File: config.mk
export PLATFORM = sky130hd
export DESIGN_NAME = gpcft_config_bank
export DESIGN_NICKNAME = d
export VERILOG_FILES = /design/src/design/gpcft_pkg.sv /design/src/design/gpcft_pin_driver.sv /design/src/design/gpcft_config_bank.sv
export SDC_FILE = /design/constraint.sdc
export NUM_CORES = 1
export LEC_CHECK = 0
export BUFFER_PORTS_ARGS = -buffer_cell sky130_fd_sc_hd__buf_2
export CAP_MARGIN = 25
export CELL_PAD_IN_SITES_DETAIL_PLACEMENT = 0
export CELL_PAD_IN_SITES_GLOBAL_PLACEMENT = 2
export CORE_ASPECT_RATIO = 0.6
export CORE_MARGIN = 2
export CORE_UTILIZATION = 30
export CTS_BUF_LIST = sky130_fd_sc_hd__clkbuf_4 sky130_fd_sc_hd__clkbuf_8 sky130_fd_sc_hd__clkbuf_16
export DETAILED_ROUTE_END_ITERATION = 7
export HOLD_SLACK_MARGIN = 0.08
export PLACE_DENSITY = 0.89
export SETUP_SLACK_MARGIN = 0.5
export SYNTH_ARGS = -nofsm -noshare
export SYNTH_HDL_FRONTEND = slang
export SYNTH_SLANG_ARGS = --single-unit
File: constraint.sdc
create_clock -name clk -period 1.87 [get_ports clk]
set_input_delay 0.187 -clock clk [delete_from_list [all_inputs] [get_ports clk]]
set_output_delay 0.187 -clock clk [all_outputs]
set_load 0.1 [all_outputs]
File: src/design/gpcft_pkg.sv
// Constants for the output pin and FIFO threshold configuration bank
`default_nettype none
package gpcft_pkg;
   localparam int ADDR_W = 6;
   localparam logic [5:0] OFF_PIN_TWO = 6'h00;
   localparam logic [5:0] OFF_PIN_ONE = 6'h01;
   localparam logic [5:0] OFF_PIN_ZERO = 6'h02;
   localparam logic [5:0] OFF_QUEUE_FILL_THRESHOLD = 6'h03;
   // Field positions
   localparam int SEL_MSB = 5;
   localparam int POL_BIT = 6;
   localparam int TOP_BIT = 7;
   localparam int THR_MSB = 3;
   localparam int ATT_LSB = 4;
   localparam int ATT_MSB = 5;
   localparam int KEEP_BIT = 6;
   // Reset values
   localparam logic [7:0] RST_PIN_TWO = 8'h29;
   localparam logic [7:0] RST_PIN_ONE = 8'h2E;
   localparam logic [7:0] RST_PIN_ZERO = 8'h3F;
   localparam logic [7:0] RST_QUEUE_FILL_THRESHOLD = 8'h07;
   // Select codes with fixed meaning here
   localparam logic [5:0] SEL_CHIP_READY = 6'h29;
   localparam logic [5:0] SEL_HIGH_Z = 6'h2E;
   localparam logic [5:0] SEL_OSC_DIV = 6'h3F;
   // Oscillator divided output
   localparam int CLK_MHZ = 25;
   localparam int OSC_DIV = 192;
   localparam logic [6:0] OSC_HALF_LAST = 7'(OSC_DIV / 2 - 1);
   // Threshold tables
   localparam logic [6:0] TX_LEVEL_BASE = 7'd61;
   localparam logic [6:0] RX_LEVEL_BASE = 7'd4;
   localparam logic [4:0] ATT_STEP_DB = 5'd6;
   localparam int FILL_W = 7;
endpackage : gpcft_pkg
`default_nettype wire

File: src/design/gpcft_pin_driver.sv
// One general-purpose output pin: source select, polarity and three-state
`timescale 1ns/1ps
`default_nettype none
module gpcft_pin_driver (
   // Clock and reset
   input wire logic clk,
   input wire logic reset,
   // Configuration
   input wire logic [5:0] select,
   input wire logic polarity,
   input wire logic analog_mode,
   // Internal signal sources, indexed by select code
   input wire logic [63:0] sources,
   // Pin
   output logic pin_out,
   output logic pin_oe
);
   import gpcft_pkg::*;
   logic next_pin_out;
   logic next_pin_oe;

   always_comb begin
      next_pin_out = sources[select] ^ polarity;
      // Analog sensor owns the pin, so the digital driver lets go
      next_pin_oe = (select != SEL_HIGH_Z) && !analog_mode;
   end

   always_ff @(posedge clk) begin
      if (reset) begin
         pin_out <= 1'b0;
         pin_oe <= 1'b0;
      end else begin
         pin_out <= next_pin_out;
         pin_oe <= next_pin_oe;
      end
   end
endmodule : gpcft_pin_driver
`default_nettype wire

File: src/design/gpcft_config_bank.sv
// Output pin and FIFO threshold configuration register bank
`timescale 1ns/1ps
`default_nettype none
// Contract
// - All four registers keep their contents through sleep.
// - Bit 6 of each pin register inverts that pin's signal, reset 0.
// - Pin two select is bits 5:0, reset 0x29, routing the chip-ready low signal.
// - Pin one select resets to 0x2E, leaving the pin three-stated.
// - Pin zero select resets to 0x3F, driving the oscillator clock divided by 192.
// - Bit 7 of the pin one register sets drive strength for all pins, 1 high, reset 0.
// - A threshold flag rises when FIFO fill is at or above the level picked by the 4-bit threshold (rx 4 + 4*thr, tx 61 - 4*thr), reset 0111.
module gpcft_config_bank (
   // Clock and reset
   input wire logic clk,
   input wire logic reset,
   // Register port
   input wire logic [gpcft_pkg::ADDR_W-1:0] reg_addr,
   input wire logic [7:0] reg_wdata,
   input wire logic reg_write,
   input wire logic reg_read,
   output logic [7:0] reg_rdata,
   // Power state
   input wire logic sleep,
   // Signal sources and FIFO fill levels
   input wire logic [63:0] sources,
   input wire logic chip_ready_low,
   input wire logic [gpcft_pkg::FILL_W-1:0] tx_fifo_bytes,
   input wire logic [gpcft_pkg::FILL_W-1:0] rx_fifo_bytes,
   // Output pins
   output logic gp_output_two,
   output logic gp_output_two_oe,
   output logic gp_output_one,
   output logic gp_output_one_oe,
   output logic gp_output_zero,
   output logic gp_output_zero_oe,
   // Analog controls
   output logic output_drive_strength,
   output logic temp_sensor_enable,
   output logic converter_keep_setting,
   output logic [4:0] rx_atten_db,
   // Threshold flags
   output logic tx_threshold_reached,
   output logic rx_threshold_reached
);
   import gpcft_pkg::*;

   function automatic logic [6:0] rx_level(input logic [3:0] thr);
      rx_level = RX_LEVEL_BASE + {1'b0, thr, 2'b00};
   endfunction : rx_level

   function automatic logic [6:0] tx_level(input logic [3:0] thr);
      tx_level = TX_LEVEL_BASE - {1'b0, thr, 2'b00};
   endfunction : tx_level

   logic [7:0] output_pin_two_config;
   logic [7:0] output_pin_one_config;
   logic [7:0] output_pin_zero_config;
   logic [7:0] fifo_threshold_config;
   logic [7:0] next_output_pin_two_config;
   logic [7:0] next_output_pin_one_config;
   logic [7:0] next_output_pin_zero_config;
   logic [7:0] next_fifo_threshold_config;
   logic [7:0] next_reg_rdata;
   logic [3:0] queue_fill_threshold;

   assign queue_fill_threshold = fifo_threshold_config[THR_MSB:0];

   // Register writes; sleep has no effect on contents
   always_comb begin
      next_output_pin_two_config = output_pin_two_config;
      next_output_pin_one_config = output_pin_one_config;
      next_output_pin_zero_config = output_pin_zero_config;
      next_fifo_threshold_config = fifo_threshold_config;
      if (reg_write) begin
         unique case (reg_addr)
            OFF_PIN_TWO: next_output_pin_two_config = {1'b0, reg_wdata[POL_BIT:0]};
            OFF_PIN_ONE: next_output_pin_one_config = reg_wdata;
            OFF_PIN_ZERO: next_output_pin_zero_config = reg_wdata;
            OFF_QUEUE_FILL_THRESHOLD: next_fifo_threshold_config = reg_wdata;
            default: ;
         endcase
      end
      unique case (reg_addr)
         OFF_PIN_TWO: next_reg_rdata = output_pin_two_config;
         OFF_PIN_ONE: next_reg_rdata = output_pin_one_config;
         OFF_PIN_ZERO: next_reg_rdata = output_pin_zero_config;
         OFF_QUEUE_FILL_THRESHOLD: next_reg_rdata = fifo_threshold_config;
         default: next_reg_rdata = 8'h00;
      endcase
      if (!reg_read) begin
         next_reg_rdata = reg_rdata;
      end
   end

   always_ff @(posedge clk) begin
      if (reset) begin
         output_pin_two_config <= RST_PIN_TWO;
         output_pin_one_config <= RST_PIN_ONE;
         output_pin_zero_config <= RST_PIN_ZERO;
         fifo_threshold_config <= RST_QUEUE_FILL_THRESHOLD;
         reg_rdata <= 8'h00;
      end else begin
         output_pin_two_config <= next_output_pin_two_config;
         output_pin_one_config <= next_output_pin_one_config;
         output_pin_zero_config <= next_output_pin_zero_config;
         fifo_threshold_config <= next_fifo_threshold_config;
         reg_rdata <= next_reg_rdata;
      end
   end

   // Oscillator divided by 192, taken from the system clock
   logic [6:0] osc_count;
   logic [6:0] next_osc_count;
   logic osc_div_clk;
   logic next_osc_div_clk;

   always_comb begin
      next_osc_count = osc_count + 7'd1;
      next_osc_div_clk = osc_div_clk;
      if (osc_count == OSC_HALF_LAST) begin
         next_osc_count = 7'd0;
         next_osc_div_clk = !osc_div_clk;
      end
   end

   always_ff @(posedge clk) begin
      if (reset) begin
         osc_count <= 7'd0;
         osc_div_clk <= 1'b0;
      end else begin
         osc_count <= next_osc_count;
         osc_div_clk <= next_osc_div_clk;
      end
   end

   logic [63:0] pin_sources;
   always_comb begin
      pin_sources = sources;
      pin_sources[SEL_CHIP_READY] = chip_ready_low;
      pin_sources[SEL_OSC_DIV] = osc_div_clk;
   end

   gpcft_pin_driver u_pin_two (
      .clk(clk),
      .reset(reset),
      .select(output_pin_two_config[SEL_MSB:0]),
      .polarity(output_pin_two_config[POL_BIT]),
      .analog_mode(1'b0),
      .sources(pin_sources),
      .pin_out(gp_output_two),
      .pin_oe(gp_output_two_oe)
   );

   gpcft_pin_driver u_pin_one (
      .clk(clk),
      .reset(reset),
      .select(output_pin_one_config[SEL_MSB:0]),
      .polarity(output_pin_one_config[POL_BIT]),
      .analog_mode(1'b0),
      .sources(pin_sources),
      .pin_out(gp_output_one),
      .pin_oe(gp_output_one_oe)
   );

   // Sensor mode (bit 7) releases the pin whatever the other bits of this register hold
   gpcft_pin_driver u_pin_zero (
      .clk(clk),
      .reset(reset),
      .select(output_pin_zero_config[SEL_MSB:0]),
      .polarity(output_pin_zero_config[POL_BIT]),
      .analog_mode(output_pin_zero_config[TOP_BIT]),
      .sources(pin_sources),
      .pin_out(gp_output_zero),
      .pin_oe(gp_output_zero_oe)
   );

   assign output_drive_strength = output_pin_one_config[TOP_BIT];
   assign temp_sensor_enable = output_pin_zero_config[TOP_BIT];
   assign converter_keep_setting = fifo_threshold_config[KEEP_BIT];

   // Threshold flags and attenuation, registered
   logic next_tx_reached;
   logic next_rx_reached;
   logic [4:0] next_rx_atten_db;

   always_comb begin
      next_tx_reached = tx_fifo_bytes >= tx_level(queue_fill_threshold);
      next_rx_reached = rx_fifo_bytes >= rx_level(queue_fill_threshold);
      next_rx_atten_db = 5'(ATT_STEP_DB * fifo_threshold_config[ATT_MSB:ATT_LSB]);
   end

   always_ff @(posedge clk) begin
      if (reset) begin
         tx_threshold_reached <= 1'b0;
         rx_threshold_reached <= 1'b0;
         rx_atten_db <= 5'd0;
      end else begin
         tx_threshold_reached <= next_tx_reached;
         rx_threshold_reached <= next_rx_reached;
         rx_atten_db <= next_rx_atten_db;
      end
   end
endmodule : gpcft_config_bank
`default_nettype wire

* After elaboration in Yosys (flattened, before gate mapping)
Index checks and enable logic that the tools add are counted.
** Operators by class
- Reductions and logical operators :: 9
- $mul :: 1
- Eq/ne operators :: 7
- Magnitude comparators :: 5
- Add/subtract/negate cells :: 3
- Multiplexer cells :: 7
- Bitwise gates (word level) :: 3
** Operators with widths (number)
- case mux 8 bit (4 select lines) :: 1
- less-than comparator 6 x 7 -> 1 bit (second input constant) :: 3
- binary-select mux 1 bit (select 6 bit) :: 3
- inequality test 6 bit (second input constant) :: 3
- greater-or-equal comparator 7 bit :: 2
- == test 6 x 2 -> 1 bit (second input constant) :: 2
- AND reduction 2 bit :: 4
- adder 3 x 6 -> 7 bit (first input constant) :: 1
- adder 7 x 1 -> 7 bit (second input constant) :: 1
- == test 7 bit (second input constant) :: 1
- subtractor 6 x 6 -> 7 bit (first input constant) :: 1
- == test 6 x 1 -> 1 bit (second input constant) :: 1
- logical NOT 6 bit :: 1
- multiplier 2 x 2 -> 4 bit (first input constant) :: 1
- two-way mux 1 bit :: 3
- bitwise XOR 1 bit :: 3
- logical NOT 1 bit :: 2
- OR reduction 2 bit :: 1
- logical AND 1 bit :: 1
** Word-level totals
- Flip-flop bits (word level) :: 60
- Input bits :: 98
- Logic and storage cells :: 52

* Depth between registers and ports, before layout
Gate-level depths: netlist of the first run.
- Word-level depth :: 3
- Gate-level depth with buffers :: 8
- Depth with buffers taken out :: 8

* Cells and area by module
Synthesis of the first run repeated with hierarchy kept, for this count alone.
** Second synthesis, totals
- Cells, all modules :: 455
- Area, all modules :: 4647.0 sq um
** Modules (own cells, without submodules)
- gpcft_config_bank :: instances 1, seq. area each 1061.0 sq um, area each 2458.6 sq um, cells an instance 242
- gpcft_pin_driver :: instances 3, seq. area each 40.0 sq um, area each 729.4 sq um, cells an instance 71

* Least setup slack after synthesis of the first run
No wires, ideal clock.
- Path kind :: flip-flop to flip-flop
- From :: register output_pin_zero_config[0]
- To :: register u_pin_zero.pin_out
- Setup time :: 0.123 ns
- Slack :: -0.202 ns
- Arrival time :: 1.949 ns
- Cell stages (with the launch flop) :: 8
- Clock period less this slack :: 2.072 ns
- Buffers on the path :: 2
- Data required time :: 1.747 ns
- Path through :: dfxtp_1 buf_2 buf_4 mux4_2 a31oi_1 o21ai_0 a32oi_1 mux2_1
** On the way
- Cells in the longest elaborated chain, start to end :: 3
** RTL lines
- start, declared :: RTL line gpcft_config_bank.sv:57 : logic [7:0] output_pin_zero_config;
- start signal, assigned :: RTL line gpcft_config_bank.sv:105 : output_pin_zero_config <= next_output_pin_zero_config;
- binary-select mux 1 bit (select 6 bit) :: RTL line gpcft_pin_driver.sv:23 : next_pin_out = sources[select] ^ polarity;
- two-way mux 1 bit (implied by the code) :: RTL line gpcft_pin_driver.sv:23
- bitwise XOR 1 bit :: RTL line gpcft_pin_driver.sv:23
- end signal, assigned :: RTL line gpcft_pin_driver.sv:33 : pin_out <= next_pin_out;
- end, declared :: RTL line gpcft_pin_driver.sv:15 : output logic pin_out,
No other way between the ends. The select of a mux whose other input is x is not followed.
A chain may end at the register's enable or synchronous reset.

* Final worst setup path of the first run
Same ends and word-level chain as after synthesis.

==> results of run 1 <==
## how the worst max path moves through the flow
stage / start / to / slack, ps
after global placement: output_pin_two_config[0] / u_pin_two.pin_out / -360
final: output_pin_zero_config[0] / u_pin_zero.pin_out / -160
after detailed placement: output_pin_zero_config[0] / u_pin_zero.pin_out / -360
after global routing: output_pin_one_config[0] / u_pin_one.pin_out / -210
after CTS: output_pin_two_config[0] / u_pin_two.pin_out / -140
after floorplan: output_pin_zero_config[0] / u_pin_zero.pin_out / -60
## power breakdown
part,internal [mW],switching [mW]
Combinational,0.257,0.319
Sequential,1.27,0.0158
Clock,0.883,0.536
## cell usage after synthesis (2+ instances only)
master	number
mux2_4	2
clkbuf_1	11
dfxtp_1	59
nor3_1	5
mux2i_1	39
nor2b_1	19
xor2_1	3
ha_1	13
nand2b_1	2
mux4_2	21
buf_6	2
a21oi_1	22
o21ai_0	8
nor4_1	2
buf_2	6
buf_1	2
a211oi_2	2
o221ai_1	2
o22ai_1	2
nor3b_1	2
nand4_1	2
buf_8	2
and4b_1	2
a31oi_1	4
o211ai_1	3
mux4_1	28
o21a_1	2
nand3b_1	2
a22oi_1	16
nand3_1	9
nand2_1	30
and2_1	4
buf_4	2
xnor2_1	4
inv_1	12
nor2_1	39
## timing repair
item                       CTS  global route
setup endpoints to repair   11            25
buffers inserted            13             3
resized for setup           49            49
pin swaps                   18            25
## final cells by class
type                    instances  area [µm²]
clock buffers                  10       232.7
clock inverters                 4       20.02
fillers                      1327        7754
inverters                      12       45.04
multi-input cells             299        3050
flip-flops and latches         59        1206
well taps                     192       240.2
repair buffers                178        1201
## stage by stage
stage          TNS, ps  area (µm²)  hold slack, ps  setup slack, ps    util
3_3_place_gp    -966.8        5301           428.0           -358.4  0.3856
3_5_place_dp     -1008        5301           437.9           -363.5  0.3856
5_1_grt         -597.3        5996           131.4           -210.5  0.4361
4_1_cts         -406.5        5833           112.3           -140.5  0.4242
6_report        -442.4        5996           129.0           -164.4  0.4361
2_1_floorplan   -186.5        4269           310.1           -62.30       -
## routing by layer
layer | wire (µm) | global-route usage | vias to the layer above
met4 | 170 | 0.04167 | 0
met3 | 1683 | 0.06979 | 11
met5 | 0 | 0 | -
li1 | - | - | 1829
met2 | 6499 | 0.3127 | 199
met1 | 6480 | 0.2705 | 1999
## state kept, by name (all words and copies together), names as in the netlist, 4 cells and up
register	count
output_pin_one_config	8
osc_count	7
output_pin_zero_config	8
rx_atten_db	4
reg_rdata	8
fifo_threshold_config	8
output_pin_two_config	7
## worst max-delay path, cell delays in order (launching register included)
cell,delay [ps]
dfxtp_4,370
buf_8,140
buf_4,120
mux4_2,470
mux2i_1,200
a221oi_2,110
a32oi_2,200
mux2_4,310
## cell families after synthesis
kind of cell,count (synthesis),share of synthesized area
compound gates,65,0.09909
xor+xnor,7,0.01441
fa+ha+maj,13,0.03822
buf+inv,37,0.04499
flops,59,0.2776
mux,92,0.3881
other cells,1,0.0008812
simple gates,121,0.1367
==> run metrics, run 1 <==
power density over the cells=approximately 550 mW/mm²; CTS Sinks=59; most frequent cells in the layout=116 x buf_2, 49 x mux4_2, 49 x dfxtp_1; count of different cell masters after synthesis=46; n_diodes=0; CP Max Fanout=6; Initial Util=0.3095; RR Startpoint=output_pin_zero_config[0]; Final Power=roughly 3.3 mW; Worst Setup Slack, final=-164.4 ps; Hold Crit Class=in -> reg; Final HPWL DP=11.23 mm; flops & latches, synth=59; non-filler instance count after layout=between 700 and 800; Worst Hold Path EP=output_pin_zero_config[7]; global-route wire length before repair=~23 mm; Placed Cells incl. Taps=724; worst r2r dst=u_pin_zero.pin_out; mapped cell area=0.004255 mm²; result of the run=complete, but fails checks; max-slew violation count=0; Leak Pwr=2.705 nW; CTS buffer count=9; RSZ-0062 raised after global routing=true; critical path class=reg -> reg; ys async rst share=0; violations in the final reports=negative setup slack; setup slack, reg-to-reg=-160 ps; largest cells by area after synthesis=dfxtp_1 28%, mux4_1 17%, mux4_2 11%, mux2i_1 9.2%, ha_1 3.8%; Tmin final=2034 ps; DRC Markers=0; wire per inst=19.67 µm; Total Wirelength=roughly 15 mm; syn nets=506; synthesized instance count=395; Vias=4038; share of layout cells above drive strength 1=0.5391; worst skew pair latency=320 ps; number of vias per cell=5.355; Core ar.=0.01375 mm²; Post-synth EDFFs=0; skew final=6.862 ps; initial DRC count=303; vias in the first global route=4017; RD Place Congestion=0.9078; Port-buffer cells=117; cell taking the most area after synthesis=dfxtp_1; grt total ovfl=0; clock tree buffer depth=2; Yosys warnings=0; maximum vdd drop=450.2 µV; I/O Pins=122; largest net degree at the start of global routing=21; syn avg cell area=10.77 µm²; Final ANT Viol Nets=0; H-tree Lvls=3; hold buffer count at CTS=0; initial antenna violation count=0; leading cell type in the layout, fill and taps excluded=buf_2; root buf cell=clkbuf_16; Die Y=96.26 µm; Synth top area share=0.2776; Final Setup Violations=3; Hold Vio Cnt, Final=0; CTS tree=built; Max Freq=~490 MHz; Area Overhead vs Synth=40.90%; Die Wd=157.8 µm; max-cap violations=0; Layout Nets=670; hold_sp=reg_wdata[7]; final period utilization=1.088; worst reg2reg path depth=7; row count=33; Worst-path clk slew=50 ps; Max-slew headroom=0.6465; CP arrival=2250 ps; post-synthesis sequential area ratio=0.2776; Crit. End Element=flop; critical path required time=2080 ps; Die ar.=0.01518 mm²; Synth Flop Type=dfxtp_1; worst hold path depth=3; startpoint class of the critical path=flop; router iterations before antenna repair=4; Total GRT Usage=0.2007; Slew @ Worst Pin=529.6 ps
(Power assumes the default switching activity.)
==> run 2: changes to the inputs <==
--- a/config.mk
+++ b/config.mk
@@ -5,17 +5,18 @@
 export SDC_FILE = /design/constraint.sdc
 export NUM_CORES = 1
 export LEC_CHECK = 0
+export ABC_AREA = 1
 export BUFFER_PORTS_ARGS = -buffer_cell sky130_fd_sc_hd__buf_2
 export CAP_MARGIN = 25
 export CELL_PAD_IN_SITES_DETAIL_PLACEMENT = 0
 export CELL_PAD_IN_SITES_GLOBAL_PLACEMENT = 2
 export CORE_ASPECT_RATIO = 0.6
 export CORE_MARGIN = 2
-export CORE_UTILIZATION = 30
+export CORE_UTILIZATION = 24
 export CTS_BUF_LIST = sky130_fd_sc_hd__clkbuf_4 sky130_fd_sc_hd__clkbuf_8 sky130_fd_sc_hd__clkbuf_16
 export DETAILED_ROUTE_END_ITERATION = 7
 export HOLD_SLACK_MARGIN = 0.08
-export PLACE_DENSITY = 0.89
+export PLACE_DENSITY = 0.87
 export SETUP_SLACK_MARGIN = 0.5
 export SYNTH_ARGS = -nofsm -noshare
 export SYNTH_HDL_FRONTEND = slang
==> run metrics, run 2 <==
result of the run=complete, no violations; Slew @ Worst Pin=704.9 ps; Top Usage Layer GRT=met1; Switching Fraction=0.2795; max-cap violations=0; Final ANT Viol Nets=0; Hold Crit Class=in -> reg; CP arrival=1790 ps; clock network power share=0.434; cell taking the most area after synthesis=dfxtp_1; non-filler instance count after layout=1171; worst reg2reg path depth=10; initial antenna violation count=0; critical path required time=2090 ps; Vias=5749; DRC Markers=0; DP Area=between 0.005 and 0.006 mm²; most frequent cells in the layout=272 x nand2_1, 115 x buf_2, 114 x nand3_1; met1 Usage GRT=0.3166; Leak Pwr=approximately 3.1 nW; Commonest cells post-synth=283 x nand2_1, 134 x nand3_1, 61 x o21ai_0; Synth Flop Type=dfxtp_1; grt total ovfl=0; number of vias per cell=4.909; wire per inst=17.17 µm; Net Sw Power=0.9461 mW; Placed Cells incl. Taps=approximately 1100; mapped cell area=0.004592 mm²; Worst-path clk slew=50 ps; CTS Sinks=59; Area Overhead vs Synth=39.07%; most frequent cell after synthesis=nand2_1; global-route met2 utilization=0.2707; syn nets=900; Total Wirelength=20.11 mm; Hold Vio Cnt, Final=0; Max Freq=634.6 MHz; CTS buffer count=9; Worst Setup Slack, final=294.3 ps; power share of the sequential group=0.381; setup TNS=0 ps; Crit. End Element=flop; internal power=2.439 mW; worst skew pair latency=between 300 and 400 ps; I/O Pins=~120; Synth top area share=0.2572; Port-buffer cells=117; synthesized instance count=789; combinational power share=0.186; max-slew violation count=0; syn avg cell area=just under 6 µm²; final period utilization=0.8426; Total GRT Usage=0.1985; ys async rst share=0; Tmin final=approximately 1600 ps; global-route wire length before repair=~31 mm; initial DRC count=709; CP Max Fanout=11; Yosys warnings=0; Post-synth EDFFs=0; RSZ-0062 raised after global routing=true; H-tree Lvls=3; largest net degree at the start of global routing=32; startpoint class of the critical path=flop; router iterations before antenna repair=6; RD Place Congestion=around 0.85; Layout Nets=1034; Die ar.=0.02029 mm²; hold_sp=tx_fifo_bytes[6]; filler cell count=2058; leading cell type in the layout, fill and taps excluded=nand2_1; GRT met3 Usage=0.04172; Initial Util=0.2432; Final Cell Area=around 0.0064 mm²; row count=39; skew final=3.669 ps; Worst Hold Path EP=tx_threshold_reached; largest cells by area after synthesis=dfxtp_1 26%, nand2_1 23%, nand3_1 15%, o21ai_0 6.6%, a21oi_1 4.7%; hold buffer count at CTS=0; n_diodes=0; share of layout cells above drive strength 1=0.2822; CTS tree=built; Die Y=111.1 µm; worst hold path depth=3; Core ar.=0.01888 mm²; vias in the first global route=roughly 5300; setup slack, reg-to-reg=a little under 300 ps; post-place setup slack=approximately 180 ps; Final Setup Violations=0; maximum vdd drop=~350 µV; Final HPWL DP=about 15 mm; power density over the cells=between 500 and 600 mW/mm²; RR Startpoint=output_pin_zero_config[0]; flops & latches, synth=59; Final Power=3.385 mW; Max-slew headroom=0.5296; clock tree buffer depth=2; Die Wd=182.6 µm; critical path class=reg -> reg; post-synthesis sequential area ratio=0.2572; root buf cell=clkbuf_16; count of different cell masters after synthesis=34; worst r2r dst=u_pin_zero.pin_out
[run 2: changes by cell type after synthesis, moves of 28 or more]
cell     before  now
mux2i_1      39    0
nand3_1       9  134
inv_1        12   55
o21ai_0       8   61
mux4_1       28    0
nand2_1      30  283
[run 2: worst max-delay path by stage]
stage / from / endpoint / slack, ps / depth (start not counted)
3_5_place_dp: output_pin_zero_config[2] / u_pin_zero.pin_out / 180 / 11
4_1_cts: output_pin_one_config[0] / u_pin_one.pin_out / 350 / 12
2_1_floorplan: fifo_threshold_config[1] / rx_threshold_reached / 410 / 8
3_3_place_gp: output_pin_zero_config[2] / u_pin_zero.pin_out / 190 / 11
5_1_grt: output_pin_zero_config[0] / u_pin_zero.pin_out / 190 / 14
6_report: output_pin_zero_config[0] / u_pin_zero.pin_out / 290 / 10
[run 2: metrics by stage]
stage	util	hold WS (ps)
2_1_floorplan	-	286.7
5_1_grt	0.3382	100.7
4_1_cts	0.3253	113.4
6_report	0.3382	107.5
3_3_place_gp	0.2923	437.4
3_5_place_dp	0.2923	450.4
[run 2: final cells by class]
class	count	area, µm²	share of cell area
Timing Repair Buffer	161	1171	0.1834
Multi-Input combinational cell	625	3151	0.4933
Inverter	67	286.5	0.04487
Sequential cell	59	1209	0.1893
Clock buffer	13	261.5	0.04095
Tap cell	246	307.8	0.04820
[run 2: logic make-up (layout without fill, tap and decap cells)]
family,after synthesis,after routing,share of synthesized area
and+or+nand+nor,488,488,0.4594
AOI/OAI and AO/OA,119,119,0.1343
xor gates and xnor gates,4,4,0.007631
adders and majority gates,13,13,0.03542
other,1,1,0.0008167
buffers and inverters,105,241,0.1052
DFF,59,59,0.2572
[run 2: routing by layer]
layer  routed length (µm)  vias to the layer above  share of wire
met3                 1923                       14          0.096
li1                     -                     2840              -
met1                10210                     2633           0.51
met4                   99                        0         0.0049
met5                    0                        -              0
met2                 7872                      262           0.39
[run 2: worst max-delay path, stage by stage, from the launching register on]
cell,delay [ps]
dfxtp_4,420
inv_8,70
bufbuf_16,280
o21ai_1,130
nand3_1,150
nand3_2,100
nand2_2,70
nand3_2,80
nand3_2,60
nand2_1,50
nor2_1,60
[run 2: power groups by stage]
| stage | logic (mW) | registers, mW | clock network (mW) |
|---|---|---|---|
| finish | 0.629 | 1.29 | 1.47 |
| detailed placement | 0.582 | 1.32 | 0 |
| CTS | 0.604 | 1.29 | 1.50 |
| global placement | 0.582 | 1.32 | 0 |
| floorplan | 0.244 | 1.40 | 0 |
| global route | 0.692 | 1.29 | 1.57 |
[run 2: repair_timing]
action	CTS	global route
pin swaps	11	23
buffers inserted	7	1
resized for setup	67	51
endpoints found under the setup margin	13	14
gates cloned	3	3
